**src/common/irag_pkg.sv**
```systemverilog
// package of constants and types for the infrared receiver gain-step controller
package irag_pkg;
   // attenuation range and step size in dB
   localparam int ATTEN_RANGE_DB = 30;
   localparam int ATTEN_STEP_DB = 2;
   // number of attenuation steps, 15
   localparam int ATTEN_STEPS = ATTEN_RANGE_DB / ATTEN_STEP_DB;
   localparam int ATTEN_W = 4;
   // reset value: no attenuation means maximum sensitivity
   localparam logic [3:0] ATTEN_RESET = 4'h0;
   localparam logic [3:0] ATTEN_MAX = 4'(ATTEN_STEPS);
   // base gain figures of the amplifier
   localparam logic [4:0] BASE_GAIN_HIGH = 5'h11;
   localparam logic [4:0] BASE_GAIN_LOW = 5'h08;
   // clock and silence time
   localparam int CLK_HZ = 10_000_000;
   localparam int SILENCE_MS = 18;
   // longest time rounds down: 180000 cycles
   localparam int SILENCE_CYCLES = (CLK_HZ / 1000) * SILENCE_MS;
   // strength decision from the measurement path
   typedef enum logic [1:0] {
      IRAG_KEEP = 2'b00,
      IRAG_LOWER = 2'b01,
      IRAG_RAISE = 2'b10
   } irag_action_t;
   // one detected input event with its verdict
   typedef struct packed {
      logic detect;
      irag_action_t action;
   } irag_event_t;
   // gain word to the analog amplifier
   typedef struct packed {
      logic [4:0] baseGain;
      logic [3:0] atten;
   } irag_gain_t;
endpackage

```
**src/logic/irag_gain_ctrl.sv**
```systemverilog
// gain-step controller for the infrared receive amplifier
`timescale 1ns/100ps
module irag_gain_ctrl #(
   parameter int SILENCE = irag_pkg::SILENCE_CYCLES
) (
   // clock and reset
   input wire logic clk,
   input wire logic reset_n,
   // host pins
   input wire logic transmitData,
   input wire logic gainReset,
   input wire logic sense_select,
   // measurement path: detected pulse or burst and its verdict
   input wire irag_pkg::irag_event_t rxEvent,
   input wire logic rxPulse,
   // to the analog side and the host
   output irag_pkg::irag_gain_t gain_stage,
   output logic emitter_drive,
   output logic rxOut
);
   logic [irag_pkg::ATTEN_W-1:0] atten; // present attenuation steps
   logic frozen; // no gain step allowed
   logic lowerReq; // strength says too strong
   logic raiseReq; // strength weak or silence step
   logic silenceStep; // interval of silence elapsed

   // freeze while sending or held at maximum sensitivity
   assign frozen = transmitData || gainReset;

   // three-way decision on each detected event unless frozen
   always_comb
   begin
      lowerReq = 1'b0;
      raiseReq = silenceStep;
      if (rxEvent.detect && !frozen)
      begin
         case (rxEvent.action)
            irag_pkg::IRAG_LOWER: lowerReq = 1'b1;
            irag_pkg::IRAG_RAISE: raiseReq = 1'b1;
            irag_pkg::IRAG_KEEP: lowerReq = 1'b0;
            default: lowerReq = 1'b0;
         endcase
      end
   end

   // silence timer, restarted by any detected input
   irag_silence_timer #(.COUNT(SILENCE)) timer (
      .clk(clk),
      .reset_n(reset_n),
      .restart(rxEvent.detect),
      .hold(frozen),
      .expire(silenceStep)
   );

   // attenuation counter: lower gain means more attenuation
   irag_atten_counter #(.STEPS(irag_pkg::ATTEN_STEPS)) counter (
      .clk(clk),
      .reset_n(reset_n),
      .force_max(gainReset),
      .up(lowerReq),
      .down(raiseReq),
      .atten(atten)
   );

   // registered gain word to the amplifier
   always_ff @(posedge clk or negedge reset_n)
   begin
      if (!reset_n)
      begin
         gain_stage.baseGain <= irag_pkg::BASE_GAIN_HIGH;
         gain_stage.atten <= irag_pkg::ATTEN_RESET;
      end
      else
      begin
         gain_stage.baseGain <= sense_select ? irag_pkg::BASE_GAIN_HIGH
                                             : irag_pkg::BASE_GAIN_LOW;
         gain_stage.atten <= atten;
      end
   end

   // emitter follows transmit input, one register stage
   always_ff @(posedge clk or negedge reset_n)
   begin
      if (!reset_n)
         emitter_drive <= 1'b0;
      else
         emitter_drive <= transmitData;
   end

   // receiver output passed raw; spurious pulses are the host's to filter
   always_ff @(posedge clk or negedge reset_n)
   begin
      if (!reset_n)
         rxOut <= 1'b0;
      else
         rxOut <= rxPulse;
   end

   emitter_follow_a: assert property (@(posedge clk) disable iff (!reset_n)
      transmitData |=> emitter_drive) else $error("emitter not on");
   tx_freeze_a: assert property (@(posedge clk) disable iff (!reset_n)
      transmitData && $past(transmitData) |=> $stable(gain_stage.atten))
      else $error("gain moved while sending");
   reset_max_a: assert property (@(posedge clk) disable iff (!reset_n)
      gainReset ##2 1 |-> gain_stage.atten == '0) else $error("reset not max");
   base_sel_a: assert property (@(posedge clk) disable iff (!reset_n)
      1 |=> gain_stage.baseGain == ($past(sense_select) ? 5'h11 : 5'h08))
      else $error("wrong base gain");
   lower_step_a: assert property (@(posedge clk) disable iff (!reset_n)
      lowerReq && atten < 4'hf |=> atten == $past(atten) + 4'h1)
      else $error("no lower step");
   power_on_a: assert property (@(posedge clk)
      !reset_n |=> atten == '0) else $error("power-on not max");

   // checker-only count of quiet cycles, cleared like the timer so the
   // step spacing can be judged without trusting the timer's own count
   logic [31:0] quietCycles; // cycles since last detect or freeze

   // quiet cycle counter; 32 bits never wraps within any sane run
   always_ff @(posedge clk or negedge reset_n)
   begin
      if (!reset_n)
         quietCycles <= 32'h0;
      else if (rxEvent.detect || frozen)
         quietCycles <= 32'h0;
      else
         quietCycles <= quietCycles + 32'h1;
   end

   silence_gap_a: assert property (@(posedge clk) disable iff (!reset_n)
      silenceStep |-> (quietCycles % 32'(SILENCE)) == 32'(SILENCE - 1))
      else $error("silence step off its interval");
   silence_due_a: assert property (@(posedge clk) disable iff (!reset_n)
      (!rxEvent.detect && !frozen && (quietCycles % 32'(SILENCE)) == 32'(SILENCE - 1))
      |-> silenceStep) else $error("silence step missing");
   silence_raise_a: assert property (@(posedge clk) disable iff (!reset_n)
      (silenceStep && !lowerReq && atten != '0) |=> atten == $past(atten) - 4'h1)
      else $error("silence step not applied");
   send_hold_a: assert property (@(posedge clk) disable iff (!reset_n)
      (transmitData && !gainReset) |=> $stable(atten)) else $error("gain moved on send");
   idle_hold_a: assert property (@(posedge clk) disable iff (!reset_n)
      (!rxEvent.detect && !silenceStep && !gainReset) |=> $stable(atten))
      else $error("gain moved without event");
   reset_block_a: assert property (@(posedge clk) disable iff (!reset_n)
      gainReset |=> atten == '0) else $error("pulse moved gain in reset");
endmodule

```
**src/logic/irag_silence_timer.sv**
```systemverilog
// silence timer producing one step pulse per elapsed interval
`timescale 1ns/100ps
module irag_silence_timer #(
   parameter int COUNT = irag_pkg::SILENCE_CYCLES
) (
   // clock and reset
   input wire logic clk,
   input wire logic reset_n,
   // control
   input wire logic restart,
   input wire logic hold,
   // one-cycle step request
   output logic expire
);
   localparam int CW = $clog2(COUNT + 1);
   logic [CW-1:0] count; // cycles of silence so far in this interval

   // free counter that wraps at each interval; restart wins over counting
   always_ff @(posedge clk or negedge reset_n)
   begin
      if (!reset_n)
         count <= '0;
      else if (restart || hold)
         count <= '0;
      else if (count == CW'(COUNT - 1))
         count <= '0;
      else
         count <= count + 1'b1;
   end

   // pulse on the last cycle of every interval
   assign expire = !restart && !hold && (count == CW'(COUNT - 1));

   interval_len_a: assert property (@(posedge clk) disable iff (!reset_n)
      expire |-> $past(count) == CW'(COUNT - 2)) else $error("step pulse early");
endmodule

```
**src/logic/irag_atten_counter.sv**
```systemverilog
// saturating attenuation step counter
`timescale 1ns/100ps
module irag_atten_counter #(
   parameter int STEPS = irag_pkg::ATTEN_STEPS
) (
   // clock and reset
   input wire logic clk,
   input wire logic reset_n,
   // controls, force has top priority
   input wire logic force_max,
   input wire logic up,
   input wire logic down,
   // present attenuation in steps
   output logic [irag_pkg::ATTEN_W-1:0] atten
);
   // up adds attenuation (less gain), down removes it
   always_ff @(posedge clk or negedge reset_n)
   begin
      if (!reset_n)
         atten <= irag_pkg::ATTEN_RESET;
      else if (force_max)
         atten <= irag_pkg::ATTEN_RESET;
      else if (up && atten != irag_pkg::ATTEN_W'(STEPS))
         atten <= atten + 1'b1;
      else if (down && !up && atten != '0)
         atten <= atten - 1'b1;
   end

   range_held_a: assert property (@(posedge clk) disable iff (!reset_n)
      atten <= irag_pkg::ATTEN_W'(STEPS)) else $error("attenuation out of range");
   floor_held_a: assert property (@(posedge clk) disable iff (!reset_n)
      ($past(atten) == '0 && !$past(up)) |-> atten == '0) else $error("attenuation below zero");
endmodule

```
**config.mk**
```make
export PLATFORM = sky130hd
export DESIGN_NAME = irag_gain_ctrl
export DESIGN_NICKNAME = d
export VERILOG_FILES = /design/src/common/irag_pkg.sv /design/src/logic/irag_gain_ctrl.sv /design/src/logic/irag_silence_timer.sv /design/src/logic/irag_atten_counter.sv
export SDC_FILE = /design/constraint.sdc
export NUM_CORES = 1
export LEC_CHECK = 0
export ABC_AREA = 1
export BUFFER_PORTS_ARGS = -buffer_cell sky130_fd_sc_hd__buf_2
export CORE_UTILIZATION = 50
export DETAILED_ROUTE_END_ITERATION = 10
export GPL_TIMING_DRIVEN = 0
export HOLD_SLACK_MARGIN = 0.15
export PLACE_DENSITY_LB_ADDON = 0.2
export SLEW_MARGIN = 15
export SYNTH_ARGS = -nofsm -noshare
export SYNTH_HDL_FRONTEND = slang
export SYNTH_SLANG_ARGS = --single-unit
export TNS_END_PERCENT = 5
```
**constraint.sdc**
```tcl
create_clock -name clk -period 2.26 [get_ports clk]
set_clock_uncertainty 0.15 [all_clocks]
set_input_delay 0.339 -clock clk [delete_from_list [all_inputs] [get_ports clk]]
set_output_delay 0.339 -clock clk [all_outputs]
set_load 0.03 [all_outputs]
```
# Word level (Yosys, flattened, before mapping)
# Cells that the tools add are included.
# Widths: inputs -> output; s select.
[totals]
in_bits = 9
output_inout_bits = 11
ff_bits = 33
wordCells = 36
[classes]
n_mux = 10
add_sub_neg = 3
eq_ne = 4
reduce_logical = 13
[ops]
columns = ["operator", "n"]
rows = [
  ["$mux 18", 2],
  ["$add 18x1->18 const B", 1],
  ["$eq 18x18->1 const B", 1],
  ["$mux 4", 3],
  ["$logic_and 1x1->1", 6],
  ["$mux 5", 1],
  ["$add 4x1->4 const B", 1],
  ["$mux 1", 4],
  ["$ne 4x4->1 const B", 1],
  ["$reduce_bool 4->1", 1],
  ["$sub 4x1->4 const B", 1],
  ["$logic_not 1->1", 3],
  ["$reduce_bool 3->1", 1],
  ["$eq 2x1->1 const B", 1],
  ["$eq 2x2->1 const B", 1],
  ["$logic_or 1x1->1", 2],
]

# Longest topological paths before layout
# Gate-level depths: netlist (run 1).
[logic_depth]
ltp_word = 11
depth_mapped = 12
depth_no_buf = 12

# Hierarchy
# Synthesis (run 1) repeated with hierarchy kept, for this count alone.
[hier_totals]
cells_unflattened = 208
hier_area_um2 = 1680.4
[by_module_without_submodules]
columns = ["module", "n_inst", "seq_area_each_um2", "cells_per_inst", "area_each_um2"]
rows = [
  ["irag_silence_timer", 1, 450.4, 136, 1048.5],
  ["irag_atten_counter", 1, 100.1, 50, 354.1],
  ["irag_gain_ctrl", 1, 201.4, 22, 277.8],
]

# Least setup slack after synthesis (run 1)
# No wires, ideal clock.
[synth_timing]
kind = "in2reg"
start = "input port transmitData"
end = "register counter.atten[3] (netlist bit)"
setup_ns = 0.117
path_slack_ns = 0.540
t_arrival_ns = 1.453
required_ns = 1.993
stages = 11
path_cell_list = "nor2_1 -> nand2_1 -> nor2_1 -> nand2_2 -> ha_1 -> a21oi_1 -> nand2_1 -> a21oi_1 -> nor2_1 -> nand2_1 -> nand2_1"
[synth_via]
elab_chain_cells = 9
elab_cells_between_ends = 15
classes_between = "mux: 5; reduce/logical: 10"
[synth_lines]
columns = ["item", "line", "rtl"]
rows = [
  ["start: declaration", "irag_gain_ctrl.sv:10", "input wire logic transmitData,"],
  ["$logic_or 1x1->1 *", "irag_gain_ctrl.sv:28", "assign frozen = transmitData || gainReset;"],
  ["$logic_not 1->1 *", "irag_gain_ctrl.sv:35, irag_silence_timer.sv:32", ""],
  ["$logic_and 1x1->1 (2 in series)", "irag_silence_timer.sv:32", "assign expire = !restart && !hold && (count == CW'(COUNT - 1));"],
  ["$mux 1", "irag_gain_ctrl.sv:37", "case (rxEvent.action)"],
  ["$mux 1", "irag_gain_ctrl.sv:35", "if (rxEvent.detect && !frozen)"],
  ["$logic_and 1x1->1 (2 in series)", "irag_atten_counter.sv:25", "else if (down && !up && atten != '0)"],
  ["$reduce_bool 3->1 (no line)", "--", ""],
  ["end signal: assignment", "irag_atten_counter.sv:22", "atten <= irag_pkg::ATTEN_RESET;"],
  ["end signal: assignment", "irag_atten_counter.sv:24", "atten <= atten + 1'b1;"],
  ["end signal: assignment", "irag_atten_counter.sv:26", "atten <= atten - 1'b1;"],
  ["end: declaration", "irag_atten_counter.sv:14", "output logic [irag_pkg::ATTEN_W-1:0] atten"],
]
# Every way passes the cells marked *; elsewhere a longest branch is shown, timed or not.
# A chain may end at the register's enable or synchronous reset.

# Worst setup path after layout (run 1)
[layout_timing]
start = "register counter.atten[3] (netlist bit)"
end = "register counter.atten[3] (netlist bit)"
[layout_via]
elab_chain_cells = 4
elab_cells_between_ends = 10
classes_between = "add/sub: 2; eq/ne: 1; mux: 3; reduce/logical: 4"
[layout_lines]
columns = ["item", "line", "rtl"]
rows = [
  ["start signal: assignment", "irag_atten_counter.sv:20", "atten <= irag_pkg::ATTEN_RESET;"],
  ["start signal: assignment", "irag_atten_counter.sv:22", ""],
  ["start signal: assignment", "irag_atten_counter.sv:24", ""],
  ["$sub 4x1->4 / $ne 4x4->1 (equally long branches)", "irag_atten_counter.sv:26, irag_atten_counter.sv:23", ""],
  ["$mux 4 / $logic_and 1x1->1 (equally long branches)", "irag_atten_counter.sv:25, irag_atten_counter.sv:23", ""],
  ["$mux 4", "irag_atten_counter.sv:23", "else if (up && atten != irag_pkg::ATTEN_W'(STEPS))"],
  ["$mux 4", "irag_atten_counter.sv:21", "else if (force_max)"],
]
# Parallel ways exist; a longest one is shown, timed or not. The select of a mux whose other input is x is not followed.

==> impl_metrics.toml, run 1 <==
[timing]
max-slew-margin-rel = 0.5641
finalSetupViolCount = 0
finalSetupTns_ns = 0
hold_viol = 0
timing.final.ws_setup_ns = 0.4297
tightest_slew_ns = 0.6539
period_needed_ns = 1.830
finalMaxSlewViolations = 0
rsz0062_at_grt = "no"
min_period_over_period = 0.8099
fmax_mhz = 546.4

[drt]
drt_wl_total_mm = 3.047
wire_per_inst_um = 11.86
drtPass1Iterations = 5
vias_per_cell = 4.992
drc_errors = 0
vias = 1283
drtAntennaViolNets = 0
dr.first_iter.drc_count = 60

[global_routing]
grt_start_max_net_pins = 31
antenna_found_initial = 0
grt_pass1_wl_mm = 5.085
grt_pass1_vias = 1243
gr-total-overflow = 0
grt_use_total = 0.2051

[synthesis]
yosys-top-cells-count = "nand2_1 (31), dfrtp_1 (29), nor2_1 (28), inv_1 (19), nand3_1 (11)"
avgSynthCellArea_um2 = 8.772
synth_seq_cells = 30
ys.flop_type = "dfrtp_1"
yosys_warnings = 0
synth_top_area_frac = 0.4521
yosysMostFrequentCell = "nand2_1"
netlist_area_um2 = 1605
synth_area_leaders = "dfrtp_1 (45%), nand2_1 (7.2%), nor2_1 (6.5%), inv_1 (4.4%), nand3_1 (3.4%)"
synth_edf_count = 0
ys_seq_area_frac = 0.4684
async_flop_share = 1.000
yosys.cell_types.count = 35
synth_top_area_cell = "dfrtp_1"
synthCells = 183

[worst_setup_path]
crit_required_ns = 2.38
r2r-end = "counter.atten[3]"
cp-start-kind = "flip-flop"
cp-end-kind = "flip-flop"
reg2reg_depth = 10
cp_max_fo = 6
crit_start = "counter.atten[3]"
crit_path_end = "counter.atten[3]"
worst-setup-path-type = "flip-flop to flip-flop"
reg2reg_from = "counter.atten[3]"
cp.arrival_ns = 1.95
rrSetupSlack_ns = 0.43

[placed_design]
pre_cts_slack_ns = 0.1136
port_buffers = 17
dp_hpwl_mm = 2.311
gp_congestion = 0.7901

[pwr]
intPower_w = 0.0007983
power_frac_clock = 0.286
p_leak_nw = 0.8905
irDropWorstVdd_mv = 0.4150
netSwitchingPower_w = 0.0003470
seqPwrFrac = 0.529
p_sw_frac = 0.3030
p_comb_frac = 0.185
powerDensity_nw_per_um2 = 619.3

[clock_tree]
cts_resized = 0
clockBufferDepth = 2
clkLatencyLatePin_ns = 0.33
clock-root-buffer = "clkbuf_4"
clkTransAtPathRegs_ns = 0.09
cts_tree = "yes"
htreeDepth = 2
clock-sinks = 30
numCtsBuffers = 5

[cells_and_area]
area_growth_pct = 15.20
drive_gt1_frac = 0.2582
nets = 225
num_antenna_cells = 0

[die]
coreArea_um2 = 3053
die-area_um2 = 3441
dieWidth_um = 58.66
rows = 20
io_pins = 20
die_h_um = 58.66
initial_core_util = 0.5258

[hold_path]
hold_path.class = "input pin to flip-flop"

[run_status]
outcome = "completed"

[job]
maxCapViolCount = 0
==> cells in the final DEF (no fill, tap or decap), types with 2 or more instances in the layout <==
| cell | Yosys | routed |
|---|---|---|
| conb_1 | 1 | 2 |
| nand4_1 | 2 | 2 |
| inv_2 | 4 | 4 |
| a21oi_1 | 5 | 5 |
| buf_2 | 0 | 17 |
| nand3_2 | 3 | 3 |
| clkbuf_4 | 0 | 5 |
| nor3b_1 | 2 | 2 |
| buf_4 | 4 | 4 |
| nand2_4 | 2 | 2 |
| clkinv_2 | 1 | 2 |
| nand2_2 | 5 | 5 |
| xor2_1 | 4 | 4 |
| ha_1 | 3 | 3 |
| dlygate4sd3_1 | 0 | 4 |
| nand3_1 | 11 | 11 |
| nor3_1 | 8 | 8 |
| nor2_4 | 3 | 3 |
| dfrtp_1 | 29 | 29 |
| nor2_1 | 28 | 28 |
| xnor2_1 | 2 | 2 |
| inv_1 | 19 | 19 |
| nor3_2 | 2 | 2 |
| nand2_1 | 31 | 31 |
==> per-layer routing <==
metal	global-route usage	up-vias	routed length, µm
met5	0	-	0
met4	0.1327	0	104
met3	0.05495	12	119
met2	0.3465	34	1561
met1	0.2288	604	1263
li1	-	633	-
==> power groups by stage <==
stage          clock [W]  sequential, W  combinational [W]
2_1_floorplan          0       0.000650           0.000103
3_3_place_gp           0       0.000613           0.000197
3_5_place_dp           0       0.000617           0.000209
4_1_cts         0.000340       0.000606           0.000214
5_1_grt         0.000361       0.000611           0.000239
6_report        0.000327       0.000605           0.000212
==> registers in the layout, summed over array words and instances (netlist names) <==
register	flops
counter.atten	4
emitter_drive	1
gain_stage	6
rxOut	1
timer.count	18
==> area by class of cell <==
type,instances,area (µm²)
plain buffers,4,30.03
clock buffers,7,55.05
clock inverters,1,5.005
fillers,277,1204
inverters,25,95.09
multi-input cells,125,732.0
flip-flops and latches,30,752.0
well taps,44,55.05
repair buffers,21,125.1
==> worst max-delay path, stage by stage, from the launching register on <==
cell and delay, ns:
dfrtp_1 0.44, nand4_1 0.16, nand2_2 0.10, ha_1 0.34
a21oi_1 0.16, nand2_1 0.08, nand3_1 0.09, nand2_1 0.05
nor2_1 0.10, nand2_1 0.06, nand2_1 0.05
==> per-stage QoR <==
| stage | util | instances | total power, W | instance area [µm²] | hold slack [ns] |
|---|---|---|---|---|---|
| finish | 0.6057 | 257 | 0.001145 | 1849 | 0.1793 |
| global placement | 0.5730 | 245 | 0.0008107 | 1749 | 0.2494 |
| floorplan | - | 184 | 0.0007534 | 1609 | -0.1066 |
| CTS | 0.6057 | 257 | 0.001160 | 1849 | 0.1642 |
| detailed placement | 0.5730 | 245 | 0.0008256 | 1749 | 0.2605 |
| global route | 0.6057 | 257 | 0.001211 | 1849 | 0.1999 |
==> how the worst min path moves through the flow <==
stage | from | endpoint | slack (ns) | depth (start not counted)
5_1_grt | rxEvent[2] | timer.count[2] | 0.20 | 4
6_report | rxEvent[2] | timer.count[6] | 0.18 | 4
3_5_place_dp | reset_n | timer.count[9] | 0.26 | 1
3_3_place_gp | reset_n | timer.count[7] | 0.25 | 1
4_1_cts | rxEvent[2] | timer.count[6] | 0.16 | 4
2_1_floorplan | reset_n | counter.atten[0] | -0.11 | 0
==> cells by family after synthesis <==
family	share of synthesized area
xor+xnor	0.03274
flops	0.4684
fa+ha+maj	0.03586
buf+inv	0.07794
other cells	0.002336
compound gates	0.04599
simple gates	0.3367
==> what timing repair did <==
item	4_1_cts	5_1_grt
hold buffers	4	0
buffers inserted	0	0
hold endpoints to repair	33	0
(Power assumes the default switching activity.)
==> run 2, diff against run 1 <==
Clock period 2.26 ns to 1.5 ns, I/O delays scaled along.
==> run 2 against run 1 <==
  * The run now ends with setup timing left
  * Design area grew 8.2%
  * Sequential power rose by 47%
  * Utilization is 5.0 points higher
  * Global-route usage increased by 0.76 points
  * Setup slack got worse by 0.64 ns
  * Critical path depth did not move
  * Power up 61%
  * First-iteration DRC count shrank 32%
  * Combinational power is 110% higher
  * Maximum frequency rose by 7.2%
  * Largest cell class is now multi-input combinational cells
  * Largest power group unchanged
==> impl_metrics.toml, run 2 (same netlist as run 1, synthesis figures left out) <==
[global_routing]
gr-total-overflow = 0
grt_pass1_wl_mm = 5.402
antenna_found_initial = 0
grt_use_total = 0.2127
grt_start_max_net_pins = 31
grt_pass1_vias = 1308

[run_status]
failed_checks = "setup timing"
outcome = "finished, violations left"

[timing]
rsz0062_at_grt = "yes"
finalMaxSlewViolations = 0
fmax_mhz = 585.8
whs_ns = 0.07911
hold_viol = 0
period_needed_ns = 1.707
timing.final.ws_setup_ns = -0.2071
min_period_over_period = 1.138
max-slew-margin-rel = 0.5650
finalSetupViolCount = 6
tightest_slew_ns = 0.6525

[clock_tree]
clkLatencyLatePin_ns = 0.33
htreeDepth = 2
clock-root-buffer = "clkbuf_4"
numCtsBuffers = 5
clockBufferDepth = 2
cts_tree = "yes"
clock-sinks = 30
clkTransAtPathRegs_ns = 0.10

[worst_setup_path]
worst-setup-path-type = "flip-flop to flip-flop"
cp_max_fo = 4
cp-end-kind = "flip-flop"
crit_required_ns = 1.62
cp.arrival_ns = 1.83
cp-start-kind = "flip-flop"

[cells_and_area]
top_regs = "timer.count: 18 flops, gain_stage: 6 flops, counter.atten: 4 flops"
mostFrequentLayoutCell = "nand2_1"
area_growth_pct = 24.63
nFillCells = 244
utilization = 0.6553
num_antenna_cells = 0
final_cells = 265
largest_register_ffs = 18
nets = 233
layout_common_cells = "nand2_1 (30), nor2_1 (27), dfrtp_1 (27)"
drive_gt1_frac = 0.3213
top_register = "timer.count"

[drt]
drtPass1Iterations = 4
dr.first_iter.drc_count = 41
drtAntennaViolNets = 0
drc_errors = 0
wire_per_inst_um = 11.90
drt_wl_total_mm = 3.153
vias = 1295
vias_per_cell = 4.887

[placed_design]
gp_congestion = 0.7792
dpl.cell_count = 245
dp_hpwl_mm = 2.167
port_buffers = 17

[die]
dieWidth_um = 58.66
die_h_um = 58.66
coreArea_um2 = 3053
die-area_um2 = 3441
rows = 20
initial_core_util = 0.5258
io_pins = 20

[hold_path]
hold_path.class = "input pin to flip-flop"

[pwr]
intPower_w = 0.001263
power.total_w = 0.001841
seqPwrFrac = 0.484
p_leak_nw = 0.9412
netSwitchingPower_w = 0.0005785
p_comb_frac = 0.239
p_sw_frac = 0.3142
irDropWorstVdd_mv = 0.6425
powerDensity_nw_per_um2 = 920.4
power_frac_clock = 0.278

[job]
maxCapViolCount = 0
-- run 2: cell count changes in the layout (fill, tap and decap cells not counted), sizes merged --
cell	before	now
clkinvlp	0	1
buf	21	26
dlymetal6s4s	0	1
clkinv	3	2
dlygate4sd3	4	6
inv	23	24
clkbuf	7	6
-- run 2: final cells by class --
type                            instances  area (µm²)  share of cell area
Multi-Input combinational cell        125       792.0              0.3959
Sequential cell                        30       754.5              0.3771
Timing Repair Buffer                   29       201.4              0.1007
Inverter                               25       96.34             0.04816
Tap cell                               44       55.05             0.02752
Clock buffer                            6       51.30             0.02564
Buffer                                  4       37.54             0.01876
Clock inverter                          2       12.51            0.006254
-- run 2: worst max-delay path, cell delays in order, from the launching register on --
cell and delay (ns):
dfrtp_2 0.42, nand4_1 0.14, nand2_2 0.13, ha_4 0.26, a21oi_2 0.12, nand2_1 0.08
nand3_1 0.10, nand2_1 0.05, nor2_1 0.11, nand2_1 0.06, nand2_1 0.05
-- run 2: stage by stage --
step / setup slack, ns / setup TNS [ns] / cell area, µm²
3_3_place_gp: -0.3603 / -2.327 / 1749
4_1_cts: -0.1720 / -0.8768 / 1963
2_1_floorplan: -0.1338 / -0.2932 / 1609
5_1_grt: -0.3045 / -2.144 / 2001
3_5_place_dp: -0.4563 / -2.938 / 1749
6_report: -0.2071 / -0.6836 / 2001
-- run 2: worst paths after layout --
path / startpoint / endpoint / slack [ns] / depth (start not counted)
max: counter.atten[0] / counter.atten[3] / -0.21 / 10
min: rxEvent[2] / timer.count[6] / 0.08 / 4
max reg2reg: counter.atten[0] / counter.atten[3] / -0.21 / 10
min reg2reg: timer.count[0] / timer.count[0] / 0.37 / 1
max in group asynchronous: reset_n / counter.atten[0] / 0.44 / 2
min in group asynchronous: reset_n / timer.count[10] / 0.29 / 2
-- run 2: power groups by stage --
stage          registers (W)  clock network (W)  logic, W
2_1_floorplan       0.000979                  0  0.000156
3_3_place_gp        0.000924                  0  0.000297
3_5_place_dp        0.000929                  0  0.000312
4_1_cts             0.000891           0.000528  0.000425
5_1_grt             0.000898           0.000563  0.000476
6_report            0.000891           0.000511  0.000439
-- run 2: layer usage --
| layer | share of wire | GRT usage | vias to the layer above |
|---|---|---|---|
| li1 | - | - | 658 |
| met1 | 0.43 | 0.2446 | 605 |
| met3 | 0.026 | 0.04835 | 3 |
| met2 | 0.54 | 0.3842 | 29 |
| met5 | 0 | 0 | - |
| met4 | 0.011 | 0.08163 | 0 |
-- run 2: repair_timing --
action | CTS | global route
pin swaps | 9 | 6
hold endpoints to repair | 43 | 6
buffers inserted | 4 | 1
hold buffers | 6 | 1
endpoints found under the setup margin | 18 | 21
resized for setup | 13 | 6
==> run 3, diff against run 2 <==
Settings changed: RECOVER_POWER set to 50.
==> run 3 against run 2 <==
  * The run still ends with setup timing left
  * Flip-flop and latch count unchanged
  * Via count grew 0.15%
  * Critical endpoint unchanged
  * Combinational power fell by 2%
==> impl_metrics.toml, run 3 (same netlist as run 1, synthesis figures left out) <==
[run_status]
outcome = "finished, violations left"
failed_checks = "setup timing"

[worst_setup_path]
cp_cell_sequence = "nand4_1 -> nand2_2 -> ha_4 -> a21oi_2 -> nand2_1 -> nand3_1 -> nand2_1 -> nor2_1 -> nand2_1 -> nand2_1"
cp_common_cell = "nand2_1"
cp-end-kind = "flip-flop"
worst-setup-path-type = "flip-flop to flip-flop"
reg2reg_depth = 10
slowest_stage = "dfrtp_1"
cp.arrival_ns = 1.83
cp_max_fo = 4
rrSetupSlack_ns = -0.21
reg2reg_from = "counter.atten[2]"
r2r-end = "counter.atten[3]"
cp-start-kind = "flip-flop"
crit_required_ns = 1.62
max_stage_delay_ns = 0.40

[clock_tree]
cts_tree = "yes"
clkTransAtPathRegs_ns = 0.10
numCtsBuffers = 5
clock-sinks = 30
clkLatencyLatePin_ns = 0.33
clockBufferDepth = 2
clock-root-buffer = "clkbuf_4"
htreeDepth = 2

[hold_path]
holdPathEnd = "timer.count[6]"
min_path_cells = 4
hold_path.class = "input pin to flip-flop"
min-delay-start = "rxEvent[2]"

[die]
coreArea_um2 = 3053
die_h_um = 58.66
rows = 20
die-area_um2 = 3441
io_pins = 20
initial_core_util = 0.5258
dieWidth_um = 58.66

[cells_and_area]
drive_gt1_frac = 0.3122
nets = 233
final_area_um2 = 1993
num_antenna_cells = 0
top_register = "timer.count"
area_growth_pct = 24.16
utilization = 0.6529
final_cells = 265
layout_common_cells = "nand2_1 (30), nor2_1 (27), dfrtp_1 (27)"
top_regs = "timer.count: 18 flops, gain_stage: 6 flops, counter.atten: 4 flops"
largest_register_ffs = 18
mostFrequentLayoutCell = "nand2_1"
nFillCells = 246

[pwr]
intPower_w = 0.001255
p_leak_nw = 0.9255
seqPwrFrac = 0.486
irDropWorstVdd_mv = 0.6404
power.total_w = 0.001832
netSwitchingPower_w = 0.0005773
powerDensity_nw_per_um2 = 919.1
power_frac_clock = 0.279
p_sw_frac = 0.3151
p_comb_frac = 0.235

[drt]
dr.first_iter.drc_count = 39
vias_per_cell = 4.894
wire_per_inst_um = 11.87
vias = 1297
drtPass1Iterations = 4
drt_wl_total_mm = 3.146
drtAntennaViolNets = 0
drc_errors = 0

[timing]
tightest_slew_ns = 0.7266
timing.final.ws_setup_ns = -0.2064
hold_viol = 0
max-slew-margin-rel = 0.5156
finalMaxSlewViolations = 0
min_period_over_period = 1.138
fmax_mhz = 586.0
finalSetupViolCount = 6
rsz0062_at_grt = "yes"
period_needed_ns = 1.706

[placed_design]
gp_congestion = 0.7792
dp_hpwl_mm = 2.167
pre_cts_slack_ns = -0.4563
placed_cell_area_um2 = 1749
dpl.cell_count = 245
port_buffers = 17

[global_routing]
grt_use_total = 0.2127
grt_start_max_net_pins = 31
antenna_found_initial = 0
gr-total-overflow = 0
grt_pass1_wl_mm = 5.402
grt_pass1_vias = 1308

[job]
maxCapViolCount = 0
run 3: power by group through the flow:
| stage | logic (W) | clock network [W] | registers, W |
|---|---|---|---|
| 2_1_floorplan | 0.000156 | 0 | 0.000979 |
| 3_3_place_gp | 0.000297 | 0 | 0.000924 |
| 3_5_place_dp | 0.000312 | 0 | 0.000929 |
| 4_1_cts | 0.000425 | 0.000528 | 0.000891 |
| 5_1_grt | 0.000467 | 0.000563 | 0.000897 |
| 6_report | 0.000430 | 0.000511 | 0.000890 |
run 3: layout make-up:
type	instances	area [µm²]	share of cell area
Timing Repair Buffer	29	193.9	0.09730
Buffer	4	37.54	0.01883
Clock inverter	2	12.51	0.006277
Sequential cell	30	754.5	0.3785
Multi-Input combinational cell	125	792.0	0.3974
Inverter	25	96.34	0.04834
Tap cell	44	55.05	0.02762
Clock buffer	6	51.30	0.02574
run 3: layer usage:
metal,share of wire,up-vias,GRT usage
met5,0,-,0
met3,0.025,3,0.04835
li1,-,658,-
met1,0.43,611,0.2446
met2,0.54,25,0.3842
met4,0.011,0,0.08163
run 3: timing repair:
item                                    4_1_cts  5_1_grt
endpoints found under the setup margin       18       21
hold buffers                                  6        1
pin swaps                                     9        6
endpoints found under the hold margin        43        6
buffers inserted                              4        1
gates resized for setup                      13        6
run 3: critical path, delay by kind of cell, from the launching register on:
family / cells / cell delay (ns)
flip-flops: 1 / 0.40
adder cells (fa/ha/maj): 1 / 0.26
AO/OA/AOI/OAI: 1 / 0.12
AND/OR/NAND/NOR: 8 / 0.72
run 3: worst max-delay path by stage:
| stage | from | end | cells after the start |
|---|---|---|---|
| 3_3_place_gp | gainReset | counter.atten[3] | 13 |
| 4_1_cts | counter.atten[0] | counter.atten[3] | 10 |
| 6_report | counter.atten[2] | counter.atten[3] | 10 |
| 2_1_floorplan | counter.atten[3] | counter.atten[3] | 9 |
| 3_5_place_dp | gainReset | counter.atten[3] | 13 |
| 5_1_grt | counter.atten[2] | counter.atten[2] | 8 |
run 3: per-stage QoR:
step	setup TNS, ns	hold WS (ns)
finish	-0.6681	0.07884
global placement	-2.327	0.1348
CTS	-0.8768	0.05002
global route	-2.144	0.09759
detailed placement	-2.938	0.1402
floorplan	-0.2932	-0.2206
